===== src/bcd_pkg.sv =====
// Constants shared by the commutation and direction logic.
`default_nettype none
package bcd_pkg;
    // System clock.
    localparam int unsigned CLK_HZ = 50_000_000;
    // PWM oscillator and its ramp.
    localparam int unsigned PWM_OSC_HZ = 10_500;
    localparam int unsigned RAMP_W = 8;
    localparam int unsigned RAMP_STEPS = 256;
    localparam int unsigned RAMP_STEP_CYCLES_RAW =
        CLK_HZ / (PWM_OSC_HZ * RAMP_STEPS);
    localparam int unsigned RAMP_STEP_CYCLES =
        (RAMP_STEP_CYCLES_RAW < 1) ? 1 : RAMP_STEP_CYCLES_RAW;
    localparam int unsigned STEP_W = 8;
    localparam logic [RAMP_W-1:0] RAMP_TOP = 8'hFF;
    // Speed output pulse width.
    localparam int unsigned TACH_PULSE_MS = 150;
    localparam int unsigned TACH_PULSE_CYCLES =
        TACH_PULSE_MS * (CLK_HZ / 1000);
    localparam int unsigned TACH_W = 24;
    // Reset values.
    localparam logic [2:0] HALL_RST = 3'h0;
    localparam logic [2:0] DRIVE_OFF = 3'h0;
    localparam logic DIR_RST = 1'b0;
    // Phase bit positions inside a three-phase vector.
    localparam int unsigned PH_A = 0;
    localparam int unsigned PH_B = 1;
    localparam int unsigned PH_C = 2;
endpackage : bcd_pkg
`default_nettype wire


===== src/bcd_commutator.sv =====
// Commutation, direction dead time, PWM chopping and speed pulse logic.
`timescale 1ns/1ns
`default_nettype none
module bcd_commutator #(
    parameter int unsigned TACH_CYCLES = bcd_pkg::TACH_PULSE_CYCLES
) (
    // Clock and reset.
    input wire logic clock,
    input wire logic rst,
    // Rotor position sensors, bit 2 is sensor A.
    input wire logic [2:0] hall,
    // Control inputs.
    input wire logic direction,
    input wire logic drive_enable,
    input wire logic sensor_reference_ok,
    input wire logic [bcd_pkg::RAMP_W-1:0] current_error,
    // Phase drivers, bit 0 phase A, bit 1 phase B, bit 2 phase C.
    output logic [2:0] phase_source,
    output logic [2:0] phase_sink,
    // Speed output.
    output logic speed_pulse
);

    ////////////////////////////////////////////////////////////////////////
    // Decoding of the sensor code and direction.

    // Returns {source, sink}; direction low swaps source and sink.
    function automatic logic [5:0] commutate(input logic [2:0] code,
                                             input logic dir);
        logic [2:0] src;
        logic [2:0] snk;
        src = bcd_pkg::DRIVE_OFF;
        snk = bcd_pkg::DRIVE_OFF;
        // Codes 000 and 111 cannot come from healthy sensors.
        case (code)
            3'h1: begin
                src = 3'h4;
                snk = 3'h2;
            end
            3'h3: begin
                src = 3'h4;
                snk = 3'h1;
            end
            3'h2: begin
                src = 3'h2;
                snk = 3'h1;
            end
            3'h6: begin
                src = 3'h2;
                snk = 3'h4;
            end
            3'h4: begin
                src = 3'h1;
                snk = 3'h4;
            end
            3'h5: begin
                src = 3'h1;
                snk = 3'h2;
            end
            default: begin
                src = bcd_pkg::DRIVE_OFF;
                snk = bcd_pkg::DRIVE_OFF;
            end
        endcase
        if (dir) begin
            commutate = {src, snk};
        end else begin
            commutate = {snk, src};
        end
    endfunction

    ////////////////////////////////////////////////////////////////////////
    // State.

    logic active;
    logic [bcd_pkg::STEP_W-1:0] step_q;
    logic [bcd_pkg::STEP_W-1:0] step_d;
    logic [bcd_pkg::RAMP_W-1:0] ramp_q;
    logic [bcd_pkg::RAMP_W-1:0] ramp_d;
    logic dir_latch_q;
    logic dir_stage1_q;
    logic dir_stage2_q;
    logic [2:0] hall_q;
    logic [bcd_pkg::TACH_W-1:0] tach_q;
    logic [bcd_pkg::TACH_W-1:0] tach_d;
    logic [2:0] source_d;
    logic [2:0] sink_d;
    logic speed_d;

    ////////////////////////////////////////////////////////////////////////
    // PWM oscillator: a ramp stepped by a divider enable.

    wire logic step_wrap;
    wire logic ramp_step;
    wire logic osc_tick;
    wire logic pwm_on;

    // Nothing runs until the sensor supply is in regulation.
    assign active = sensor_reference_ok;
    assign step_wrap =
        (step_q == bcd_pkg::STEP_W'(bcd_pkg::RAMP_STEP_CYCLES - 1));
    assign step_d = step_wrap ? '0 : step_q + 1'b1;
    assign ramp_step = step_wrap;
    assign ramp_d = ramp_q + 1'b1;
    // One oscillator period ends each time the ramp wraps.
    assign osc_tick = ramp_step && (ramp_q == bcd_pkg::RAMP_TOP);
    // Upper drivers conduct while the error stands above the ramp.
    assign pwm_on = (current_error > ramp_q);

    // The ramp restarts from zero whenever the logic leaves idle, so the
    // dead time after power-up is counted from a known phase.
    always_ff @(posedge clock) begin
        if (rst || !active) begin
            step_q <= '0;
            ramp_q <= '0;
        end else begin
            step_q <= step_d;
            if (ramp_step) begin
                ramp_q <= ramp_d;
            end
        end
    end

    ////////////////////////////////////////////////////////////////////////
    // Direction latch and two-stage shift register.

    wire logic dir_settled;

    // Any disagreement along the chain means a reversal is under way.
    assign dir_settled = (direction == dir_latch_q) &&
                         (dir_latch_q == dir_stage1_q) &&
                         (dir_stage1_q == dir_stage2_q);

    // A reversal must pass two oscillator ticks before the decoder sees it,
    // which keeps both drivers of a leg from conducting across the change.
    always_ff @(posedge clock) begin
        if (rst || !active) begin
            dir_latch_q <= bcd_pkg::DIR_RST;
            dir_stage1_q <= bcd_pkg::DIR_RST;
            dir_stage2_q <= bcd_pkg::DIR_RST;
        end else begin
            dir_latch_q <= direction;
            if (osc_tick) begin
                dir_stage1_q <= dir_latch_q;
                dir_stage2_q <= dir_stage1_q;
            end
        end
    end

    ////////////////////////////////////////////////////////////////////////
    // Phase drive.

    wire logic [5:0] decoded;
    wire logic drive_ok;

    // The decoder sees only the delayed direction.
    assign decoded = commutate(hall, dir_stage2_q);
    // Enable, supply and a settled direction must all agree before any
    // leg conducts.
    assign drive_ok = active && drive_enable && dir_settled;
    // Only the upper drivers are chopped; the lower driver of the sinking
    // phase stays on through the whole period.
    assign source_d = (drive_ok && pwm_on) ? decoded[5:3]
                                           : bcd_pkg::DRIVE_OFF;
    assign sink_d = drive_ok ? decoded[2:0] : bcd_pkg::DRIVE_OFF;

    // Registered so the pins never glitch while the decoder settles.
    always_ff @(posedge clock) begin
        if (rst) begin
            phase_source <= bcd_pkg::DRIVE_OFF;
            phase_sink <= bcd_pkg::DRIVE_OFF;
        end else begin
            phase_source <= source_d;
            phase_sink <= sink_d;
        end
    end

    ////////////////////////////////////////////////////////////////////////
    // Speed output: a fixed pulse restarted by every sensor edge.

    wire logic hall_edge;
    wire logic tach_busy;
    wire logic [bcd_pkg::TACH_W-1:0] tach_load;
    wire logic [bcd_pkg::TACH_W-1:0] tach_next;

    // Each edge restarts the full width, so a fast rotor keeps the pin high.
    assign hall_edge = (hall != hall_q);
    assign tach_load = bcd_pkg::TACH_W'(TACH_CYCLES);
    assign tach_busy = (tach_q != '0);
    assign tach_next = tach_busy ? tach_q - 1'b1 : tach_q;
    assign tach_d = hall_edge ? tach_load : tach_next;
    assign speed_d = (tach_d != '0);

    // The sensor sample follows the pins even while reset or the supply
    // holds the logic idle, so the first active edge never sees a false
    // sensor edge and no edge taken while idle is counted afterwards.
    always_ff @(posedge clock) begin
        if (rst || !active) begin
            hall_q <= hall;
            tach_q <= '0;
            speed_pulse <= 1'b0;
        end else begin
            hall_q <= hall;
            tach_q <= tach_d;
            speed_pulse <= speed_d;
        end
    end

endmodule // bcd_commutator
`default_nettype wire


===== config.mk =====
export PLATFORM = sky130hd
export DESIGN_NAME = bcd_commutator
export DESIGN_NICKNAME = d
export VERILOG_FILES = /design/src/bcd_pkg.sv /design/src/bcd_commutator.sv
export SDC_FILE = /design/constraint.sdc
export NUM_CORES = 1
export LEC_CHECK = 0
export BUFFER_PORTS_ARGS = -buffer_cell sky130_fd_sc_hd__buf_2
export CORE_UTILIZATION = 25
export CTS_CLUSTER_SIZE = 14
export DETAILED_ROUTE_END_ITERATION = 7
export HOLD_SLACK_MARGIN = 0.08
export PLACE_DENSITY = 0.5
export SLEW_MARGIN = 25
export SYNTH_ARGS = -nofsm -noshare
export SYNTH_HDL_FRONTEND = slang
export SYNTH_SLANG_ARGS = --single-unit
export TNS_END_PERCENT = 10

===== constraint.sdc =====
create_clock -name clock -period 4.7 [get_ports clock]
set_input_delay 0 -clock clock [delete_from_list [all_inputs] [get_ports clock]]
set_output_delay 0 -clock clock [all_outputs]
set_load 0.02 [all_outputs]

# Yosys cells after proc, flatten, opt, wreduce, memory -nomap -nowiden
# Index checks and enable logic that the tools add are counted.
# classes
add_sub_neg	3
order_cmp	1
eq_ne	12
muxes	5
n_bitwise	2
n_reduce_logical	19
# op_table
op	n
two-way mux 24 bit	2
nonzero test 24 bit	2
subtractor 24 x 1 -> 24 bit, second input constant	1
one-hot mux 3 bit (3 select lines)	2
OR reduction 2 bit	9
adder 8 x 1 -> 8 bit, second input constant	2
== test 3 bit, second input constant	3
== test 8 x 5 -> 1 bit, second input constant	1
== test 8 bit, second input constant	1
> comparator 8 bit	1
== test 3 x 2 -> 1 bit, second input constant	2
logical AND 1 bit	6
two-way mux 6 bit	1
== test 1 bit	3
== test 3 x 1 -> 1 bit, second input constant	1
!= test 3 bit	1
inverter 1 bit	2
zero test 1 bit	1
logical OR 1 bit	1
# word_totals
register_bits	53
inputBits	16
word_cells	52

# Longest topological paths before layout
# Gate-level depths: netlist of run 1.
# depth
depth_word	7
ltp_mapped	10
mapped_depth_nobuf	9

# Worst setup path before layout of run 1
# Ideal clock, no wire load.
# synth_path
path_type	register to register
startpoint	reg tach_q[11] (netlist bit)
endpoint	reg speed_pulse
setup_ns	0.133
arrival_time_ns	2.727
required_time_ns	4.567
slack_ns	1.840
stages_incl_launch_ff	10
synth_period_minus_slack_ns	2.860
cell_sequence	dfxtp_1 or4_4 or4b_4 buf_6 or2_1 clkbuf_1 mux2i_1 or4_1 nor4_2 a31oi_1
# synth_via
elab_chain_len	4
elab_cells_between_ends	5
# synth_rtl
item	line	source
start: declaration	bcd_commutator.sv:84	logic [bcd_pkg::TACH_W-1:0] tach_q;
start signal: assignment	bcd_commutator.sv:204	tach_q <= tach_d;
subtractor 24 x 1 -> 24 bit or nonzero test 24 bit (tied branches)	bcd_commutator.sv:190, bcd_commutator.sv:189	
two-way mux 24 bit (*)	bcd_commutator.sv:190	assign tach_next = tach_busy ? tach_q - 1'b1 : tach_q;
two-way mux 24 bit (*)	bcd_commutator.sv:191	assign tach_d = hall_edge ? tach_load : tach_next;
nonzero test 24 bit (*)	bcd_commutator.sv:192	assign speed_d = (tach_d != '0);
end signal: assignment	bcd_commutator.sv:205	speed_pulse <= speed_d;
end: declaration	bcd_commutator.sv:21	output logic speed_pulse
# Mark *: on every way between the ends. The rest lies on a longest branch, timed or not.
# A chain may end at the register's enable or synchronous reset.

# Worst setup path in the final report of run 1
# Ends and elaborated chain as after synthesis.

==> flow_summary.json, run 1 <==
{
  "worst_pin_slew_ps": 917.7,
  "synth_edf_count": 0,
  "clockBufferDepth": 2,
  "slew_headroom_pct": 38.26,
  "cts_sinks": 53,
  "setup_viol": 0,
  "grt_start_max_net_pins": 22,
  "synth_cells": 294,
  "final-hold-violation-count": 0,
  "antenna_cells": 0,
  "ant_nets": 0,
  "fill_cells": 1115,
  "ys_warn_count": 0,
  "yosysUniqueCellTypes": 45,
  "wire_per_inst_microns": 11.65,
  "cp-start-kind": "flip-flop",
  "die_x_microns": 104.5,
  "power_mw": 0.8936,
  "clkLatencyLatePin_ps": 310,
  "hp-class": "primary input to flip-flop",
  "gp_congestion": 0.7857,
  "cap_viol_max_count": 0,
  "p_leak_nw": 1.119,
  "first_pass_iters": 4,
  "period_minus_slack_ps": 2897,
  "synth_flop_cell": "dfxtp_1",
  "drc": 0,
  "rsz0062_at_grt": "no",
  "hpwlAfterDp_microns": 3942,
  "nets": 347,
  "path_max_fanout": 7,
  "area_delta_synth_final_pct": 14.90,
  "status": "finished, final reports clean",
  "finalCritPeriodShare_pct": 61.63,
  "drv_slew": 0,
  "cts_tree": "done",
  "numCtsBuffers": 5,
  "synth-seq-area-share_pct": 40.36,
  "required_ps": 4860,
  "core_sq_um": 10280,
  "viasPerCell": 4.620,
  "ir_drop_v": 0.0001342,
  "layout_setup_ws_ps": 1803,
  "hold_buffers": 6,
  "cts_root_buf": "clkbuf_8",
  "grt_pass1_vias": 1975,
  "cts_setup_buffers": 0,
  "powerDensity_nw_per_um2": 295.9,
  "mappedNetlistArea_sq_um": 2629,
  "grt_remaining_overflow": 0,
  "num_rows": 37,
  "drive_above_1_share_pct": 14.11,
  "synth_area_per_cell_sq_um": 8.941,
  "cts-resized-gates": 0,
  "synth-seq-cells": 53,
  "fin_skew_ps": 4.633,
  "chipHeight_microns": 104.5,
  "antenna_found_initial": 0,
  "synth_nets": 323,
  "pre_cts_slack_ps": 1801,
  "fin_tns_setup_ps": 0,
  "worstPathArrival_ps": 3060,
  "max_freq_mhz": 345.2,
  "h-tree-depth": 2,
  "io_pins": 23,
  "async_flop_share_pct": 0,
  "globalRouteTotalUtil_pct": 10.33,
  "port_buffers": 22,
  "whs_ps": 178.7,
  "cp-end-kind": "flip-flop",
  "drtIter0Drc": 73,
  "dieArea_sq_um": 10930,
  "crit_type": "flip-flop to flip-flop",
  "start_util_pct": 25.58,
  "drt_wl_total_microns": 5301,
  "clkTransAtPathRegs_ps": 100,
  "grt_pass1_wl_microns": 9301,
  "via_count": 2102
}
-- report_power, final --
part           switching (mW)  internal, mW  leakage, nW
clock network           0.162         0.123       0.0518
registers              0.0108         0.460        0.432
logic                  0.0766        0.0617        0.636
-- cell usage after synthesis (all sizes together) (8+ instances only) --
| cell | number | share of area (%) |
|---|---|---|
| o21ai | 8 | 1.7 |
| dfxtp | 53 | 40 |
| clkbuf | 10 | 1.4 |
| nor4 | 9 | 2.4 |
| ha | 13 | 6.2 |
| xor2 | 10 | 3.3 |
| nand3 | 9 | 1.7 |
| xnor2 | 21 | 7.0 |
| inv | 11 | 1.6 |
| a21oi | 25 | 4.8 |
| nor2 | 34 | 5.1 |
| nor3 | 12 | 2.5 |
| nand2 | 10 | 1.4 |
-- metrics by stage --
step | area, sq um | std cells | utilization (%)
floorplan | 2629 | 294 | -
global placement | 2860 | 441 | 27.83
detailed placement | 2860 | 441 | 27.83
CTS | 3020 | 455 | 29.39
global route | 3020 | 455 | 29.39
finish | 3020 | 455 | 29.39
-- layout make-up --
type | count | area [sq um] | area share (%)
Multi-Input combinational cell | 218 | 1474 | 48.80
Sequential cell | 53 | 1061 | 35.13
Timing Repair Buffer | 28 | 170.2 | 5.634
Tap cell | 136 | 170.2 | 5.634
Clock buffer | 6 | 82.58 | 2.734
Inverter | 12 | 45.04 | 1.491
Clock inverter | 2 | 17.52 | 0.5799
-- placed cells by master (no fill, tap or decap), types with 5 or more instances in the layout --
master,count
a21oi_1,25
buf_2,22
clkbuf_8,6
dfxtp_1,53
dlygate4sd3_1,6
ha_1,13
inv_1,11
nand2_1,10
nand2b_1,5
nand3_1,9
nand3b_1,7
nand4_1,7
nor2_1,33
nor3_1,11
nor4_1,8
o21ai_0,6
or3_1,5
or3b_2,6
xnor2_1,21
xor2_1,10
-- critical path, cell delays in order, from the launching register on --
cell     delay (ps)
dfxtp_1         340
or4_4           580
or4b_4          620
or2_1           320
mux2i_1         130
or4_1           530
nor4_2          140
a31oi_1         100
-- routing by layer --
metal  GRT usage, %  wire (microns)
met1          12.80            2482
met2          17.27            2513
met3          2.495             213
met4          3.878              93
met5              0               0
-- cell families after synthesis --
logic type	synth area share [%]
and+or+nand+nor	28.41
DFF	40.36
AOI/OAI and AO/OA	9.614
xor gates and xnor gates	10.33
buffers and inverters	3.570
adders and majority gates	6.188
muxes	1.523
-- state kept, by name, indices dropped and copies added (netlist names) --
signal        flops
dir_latch_q       1
tach_q           24
ramp_q            8
speed_pulse       1
dir_stage1_q      1
hall_q            3
dir_stage2_q      1
phase_sink        3
step_q            8
phase_source      3
-- path summary, 6_finish.rpt --
check	startpoint	endpoint	slack, ps	cells past startpoint
min	rst	phase_sink[2]$_SDFF_PP0_	180	4
max reg2reg	tach_q[11]$_SDFF_PP0_	speed_pulse$_SDFF_PP0_	1800	7
max	tach_q[11]$_SDFF_PP0_	speed_pulse$_SDFF_PP0_	1800	7
min reg2reg	ramp_q[7]$_SDFFE_PP0P_	ramp_q[7]$_SDFFE_PP0P_	500	2
(Power assumes the default switching activity.)
==> inputs of run 2 (changes only) <==
Settings changed: ABC_AREA set to 1, PLACE_DENSITY 0.5 to 0.51.
Clock period 4.7 ns to 2.6 ns, I/O delays scaled along.
==> flow_summary.json, run 2 <==
{
  "async_flop_share_pct": 0,
  "synth_flop_cell": "dfxtp_1",
  "layout_commonest_cell": "nand2_1",
  "core_sq_um": 12010,
  "max_freq_mhz": 464.9,
  "yosysUniqueCellTypes": 31,
  "worst_pin_slew_ps": 456.5,
  "cp-start-kind": "flip-flop",
  "pwr-share-clk_pct": 36.6,
  "power_mw": 1.911,
  "wire_per_inst_microns": 11.53,
  "drtIter0Drc": 133,
  "synth_top_area_share_pct": 34.44,
  "first_pass_iters": 6,
  "drt_wl_total_microns": 7332,
  "synth-seq-area-share_pct": 34.44,
  "gp_congestion": 0.8441,
  "die_x_microns": 113.0,
  "p_leak_nw": 1.510,
  "via_count": 2896,
  "seqPwrFrac_pct": 44.6,
  "synth_edf_count": 0,
  "synth-seq-cells": 53,
  "ys_warn_count": 0,
  "antenna_found_initial": 0,
  "layout_common_cells": "nand2_1, nor2_1, dfxtp_1",
  "synth_top_area_cell": "dfxtp_1",
  "grt_start_max_net_pins": 29,
  "clkLatencyLatePin_ps": 300,
  "hpwlAfterDp_microns": 5668,
  "cts_tree": "done",
  "grt_pass1_vias": 2812,
  "intPower_mw": 1.324,
  "place_inst": 624,
  "drive_above_1_share_pct": 11.86,
  "setup_viol": 0,
  "hold_depth": 5,
  "powerDensity_nw_per_um2": 539.2,
  "synth_area_per_cell_sq_um": 6.682,
  "h-tree-depth": 2,
  "crit_type": "flip-flop to flip-flop",
  "hp-class": "primary input to flip-flop",
  "synth_nets": 490,
  "port_buffers": 22,
  "nets": 517,
  "cts_root_buf": "clkbuf_16",
  "synth_area_leaders": "dfxtp_1, nand2_1, nor2_1, nand3_1, inv_1",
  "reg2regPathDepth": 13,
  "slew_headroom_pct": 69.53,
  "hold_buffers": 4,
  "fin_skew_ps": 11.98,
  "grt_pass1_wl_microns": 12820,
  "fin_tns_setup_ps": 0,
  "cts-resized-gates": 0,
  "mappedNetlistArea_sq_um": 3080,
  "chipHeight_microns": 113.0,
  "final-hold-violation-count": 0,
  "io_pins": 23,
  "finalInstanceArea_sq_um": 3545,
  "ant_nets": 0,
  "clkTransAtPathRegs_ps": 70,
  "cts_sinks": 53,
  "worstPathArrival_ps": 2330,
  "drc": 0,
  "start_util_pct": 25.65,
  "viasPerCell": 4.553,
  "antenna_cells": 0,
  "cts_setup_buffers": 0,
  "clockBufferDepth": 2,
  "period_minus_slack_ps": 2151,
  "cap_viol_max_count": 0,
  "top_register": "tach_q",
  "status": "finished, final reports clean",
  "ir_drop_v": 0.0002646,
  "finalCritPeriodShare_pct": 82.73,
  "synthTopCellsByCount": "nand2_1, nor2_1, dfxtp_1, inv_1, nand3_1",
  "dieArea_sq_um": 12770,
  "drv_slew": 0,
  "p_comb_share_pct": 18.8,
  "p_sw_mw": 0.5869,
  "synth_cells": 461,
  "grt_remaining_overflow": 0,
  "final_cell_count_no_fill": 636,
  "place_area_sq_um": 3351,
  "area_delta_synth_final_pct": 15.07,
  "fill_cells": 1351,
  "largest_register_ff_count": 24,
  "reg.largest.list": "tach_q x24, ramp_q x8, step_q x8",
  "rsz0062_at_grt": "no",
  "numCtsBuffers": 5,
  "globalRouteTotalUtil_pct": 12.26,
  "cp-end-kind": "flip-flop",
  "switching_share_pct": 30.71,
  "num_rows": 40,
  "required_ps": 2770,
  "yosysMostFrequentCell": "nand2_1",
  "path_max_fanout": 20
}
run 2: kinds of logic after synthesis:
| logic type | share of synthesized area, % |
|---|---|
| AO/OA/AOI/OAI | 8.245 |
| XOR/XNOR | 1.706 |
| adder cells (fa/ha/maj) | 5.280 |
| buffers and inverters | 7.839 |
| flip-flops | 34.44 |
| AND/OR/NAND/NOR | 42.49 |
run 2: per-stage QoR:
stage	hold WS, ps	util (%)	setup WS, ps
2_1_floorplan	27.72	-	914.7
3_3_place_gp	190.0	27.90	502.4
3_5_place_dp	190.7	27.90	470.2
4_1_cts	130.2	29.51	450.6
5_1_grt	150.4	29.51	99.81
6_report	126.8	29.51	449.0
run 2: critical path, stage by stage, from the launching register on:
cell and delay, ps:
dfxtp_1 320, inv_1 160, ha_1 210, nand2_2 50
nor2_1 130, nand3_2 380, nand2_1 220, nand2_1 70
nor2_1 80, nand2_1 60, nor2_1 120, nand3_1 80
nor2_1 90, nor2_1 40
run 2: cell type report:
cell class	instances	area, sq um	area share [%]
well taps	147	183.9	5.189
repair buffers	29	172.7	4.871
multi-input cells	347	1778	50.16
flip-flops and latches	53	1061	29.93
inverters	52	195.2	5.507
clock inverters	3	28.78	0.8119
clock buffers	5	125.1	3.530
run 2: path summary, 6_finish.rpt:
check | from | endpoint | slack, ps
worst max-delay path | tach_q[0]$_SDFF_PP0_ | speed_pulse$_SDFF_PP0_ | 450
worst max register to register | tach_q[0]$_SDFF_PP0_ | speed_pulse$_SDFF_PP0_ | 450
worst min-delay path | rst | ramp_q[2]$_SDFFE_PP0P_ | 130
worst min register to register | step_q[0]$_SDFF_PP0_ | step_q[0]$_SDFF_PP0_ | 470
run 2: metal layers:
layer / vias up / wire length, microns / GRT usage, %
met5: - / 0 / 0
met4: 0 / 59 / 2.719
met3: 6 / 207 / 1.660
met2: 50 / 3406 / 21.43
met1: 1291 / 3658 / 16.00
li1: 1549 / - / -
run 2: power by group through the flow:
stage               Combinational, mW  Sequential (mW)  Clock [mW]
finish                          0.359            0.853       0.700
global route                    0.411            0.856       0.759
CTS                             0.359            0.853       0.725
detailed placement              0.353            0.872           0
global placement                0.352            0.872           0
floorplan                       0.267            0.869           0
==> inputs of run 3 (changes only) <==
Settings changed: ABC_AREA 1 to 0.
Clock period 2.6 ns to 1.8 ns, I/O delays scaled along.
==> flow_summary.json, run 3 (same netlist as run 1, synthesis figures left out) <==
{
  "drtIter0Drc": 75,
  "crit_slowest_cell": "or4b_4",
  "grt_pass1_vias": 2296,
  "drc": 0,
  "grt_pass1_wl_microns": 10390,
  "gp_congestion": 0.7836,
  "place_area_sq_um": 3379,
  "h-tree-depth": 2,
  "layout_commonest_cell": "buf_4",
  "final-hold-violation-count": 0,
  "clockBufferDepth": 2,
  "use_met1_pct": 14.47,
  "cp-start-kind": "flip-flop",
  "area_delta_synth_final_pct": 38.84,
  "grt_start_max_net_pins": 22,
  "hp-class": "primary input to flip-flop",
  "r2r_slack_ps": -870,
  "crit_top_cell": "or4_4",
  "grt_remaining_overflow": 0,
  "violations": "negative setup slack",
  "dieArea_sq_um": 10930,
  "viasPerCell": 4.422,
  "clkTransAtPathRegs_ps": 100,
  "grt_busiest_layer": "met2",
  "antenna_cells": 0,
  "worst_path_largest_cell_delay_ps": 580,
  "nets": 418,
  "worst-path-stages": 7,
  "port_buffers": 22,
  "path_max_fanout": 4,
  "layout_common_cells": "buf_4, dfxtp_1, nor2_1",
  "globalRouteMet2Util_pct": 20.44,
  "worstPathArrival_ps": 2820,
  "powerDensity_nw_per_um2": 694.1,
  "crit_type": "flip-flop to flip-flop",
  "cap_viol_max_count": 0,
  "p_comb_share_pct": 22.6,
  "cts_sinks": 53,
  "antenna_found_initial": 0,
  "period_minus_slack_ps": 2667,
  "reg.largest.list": "tach_q x24, ramp_q x8, step_q x8",
  "path_buf_inv": 0,
  "ant_nets": 0,
  "hpwlAfterDp_microns": 4625,
  "status": "finished with violations",
  "globalRouteTotalUtil_pct": 11.61,
  "top_register": "tach_q",
  "finalInstanceArea_sq_um": 3650,
  "drt_wl_total_microns": 6048,
  "cp-startpoint": "tach_q[8]$_SDFF_PP0_",
  "via_count": 2326,
  "final_core_util_pct": 35.51,
  "cts_root_buf": "clkbuf_8",
  "setup_viol": 26,
  "finalCritPeriodShare_pct": 148.2,
  "io_pins": 23,
  "cts_tree": "done",
  "drv_slew": 0,
  "required_ps": 1960,
  "cp-end-kind": "flip-flop",
  "worstSetupEndpoint": "speed_pulse$_SDFF_PP0_",
  "cp_top_family": "simple AND/OR/NAND/NOR gates",
  "start_util_pct": 25.58,
  "grt.met3_usage_pct": 2.246,
  "slew_headroom_pct": 43.22,
  "drive_above_1_share_pct": 33.59,
  "worst_pin_slew_ps": 851.8,
  "ir_drop_v": 0.0003223,
  "fill_cells": 1081,
  "chipHeight_microns": 104.5,
  "reg2regPathDepth": 7,
  "layout_setup_ws_ps": -866.8,
  "largest_register_ff_count": 24,
  "rsz0062_at_grt": "yes",
  "intPower_mw": 1.833,
  "p_sw_mw": 0.7002,
  "core_sq_um": 10280,
  "switching_share_pct": 27.64,
  "first_pass_iters": 4,
  "numCtsBuffers": 5,
  "fin_skew_ps": 12.50,
  "wire_per_inst_microns": 11.50,
  "die_x_microns": 104.5,
  "pwr-share-clk_pct": 29.4,
  "num_rows": 37,
  "r2r-end": "speed_pulse$_SDFF_PP0_",
  "cp_cell_sequence": "or4_4, or4b_4, o21bai_4, nand4_1, or4_4, nor4_2, a31oi_1",
  "seqPwrFrac_pct": 48.0,
  "p_leak_nw": 1.488,
  "rr_startpoint": "tach_q[8]$_SDFF_PP0_",
  "max_freq_mhz": 375.0,
  "clkLatencyLatePin_ps": 310
}
[run 3: cell types whose count changed in the layout (fill, tap and decap cells not counted), moves of 6 or more]
cell	change
a21oi_1	-6
nor2_2	-9
nand3_1	-36
clkbuf_8	+6
xor2_1	+6
nor2_1	-40
or3b_2	+6
inv_1	-40
nand2_1	-98
buf_4	+63
xnor2_1	+18
[run 3: cell type report]
class,instances,area [sq um],area share (%)
clock inverters,2,17.52,0.4799
well taps,136,170.2,4.662
clock buffers,6,82.58,2.263
multi-input cells,218,1548,42.41
repair buffers,99,721.9,19.78
flip-flops and latches,53,1065,29.17
inverters,12,45.04,1.234
[run 3: timing repair]
action                     in CTS  in global routing
pin swaps                       8                  6
setup endpoints to repair      29                 32
resized for setup              13                  8
hold buffers                    6                  0
buffers inserted                3                  2
hold endpoints to repair        7                  0
[run 3: worst min-delay path by stage]
stage                          from                        to  slack, ps  cells after the start
final                           rst  phase_sink[2]$_SDFF_PP0_        180                      4
after detailed placement  direction    dir_latch_q$_SDFF_PP0_        250                      2
after global routing            rst  phase_sink[1]$_SDFF_PP0_        210                      4
after CTS                       rst  phase_sink[0]$_SDFF_PP0_        180                      4
after floorplan             hall[0]         hall_q[0]$_DFF_P_         30                      0
after global placement    direction    dir_latch_q$_SDFF_PP0_        240                      2
[run 3: power groups by stage]
stage | clock (mW) | combinational, mW | sequential, mW
after detailed placement | 0 | 0.517 | 1.24
after global placement | 0 | 0.518 | 1.24
after floorplan | 0 | 0.284 | 1.25
after global routing | 0.817 | 0.629 | 1.22
final | 0.745 | 0.572 | 1.22
after CTS | 0.768 | 0.575 | 1.22
[run 3: metrics by stage]
| stage | setup WS (ps) | total power [mW] | std cells | setup TNS, ps | hold slack (ps) |
|---|---|---|---|---|---|
| floorplan | -1032 | 1.538 | 294 | -9179 | 27.72 |
| global placement | -920.6 | 1.762 | 510 | -11130 | 237.9 |
| detailed placement | -981.4 | 1.762 | 510 | -11380 | 247.4 |
| CTS | -865.9 | 2.560 | 527 | -11490 | 178.1 |
| global route | -967.3 | 2.667 | 526 | -14310 | 214.8 |
| finish | -866.8 | 2.533 | 526 | -11560 | 180.5 |
[run 3: tightest hold or removal path, stage by stage]
cell     delay [ps]
buf_2            80
nor2b_1         100
nand3_1         210
a21oi_1          60
[run 3: layer usage]
layer / part of all wire [%] / wire [microns] / up-vias
met5: 0 / 0 / -
met4: 0.81 / 49 / 0
li1: - / - / 1220
met2: 49 / 2980 / 15
met1: 48 / 2879 / 1084
met3: 2.3 / 139 / 7
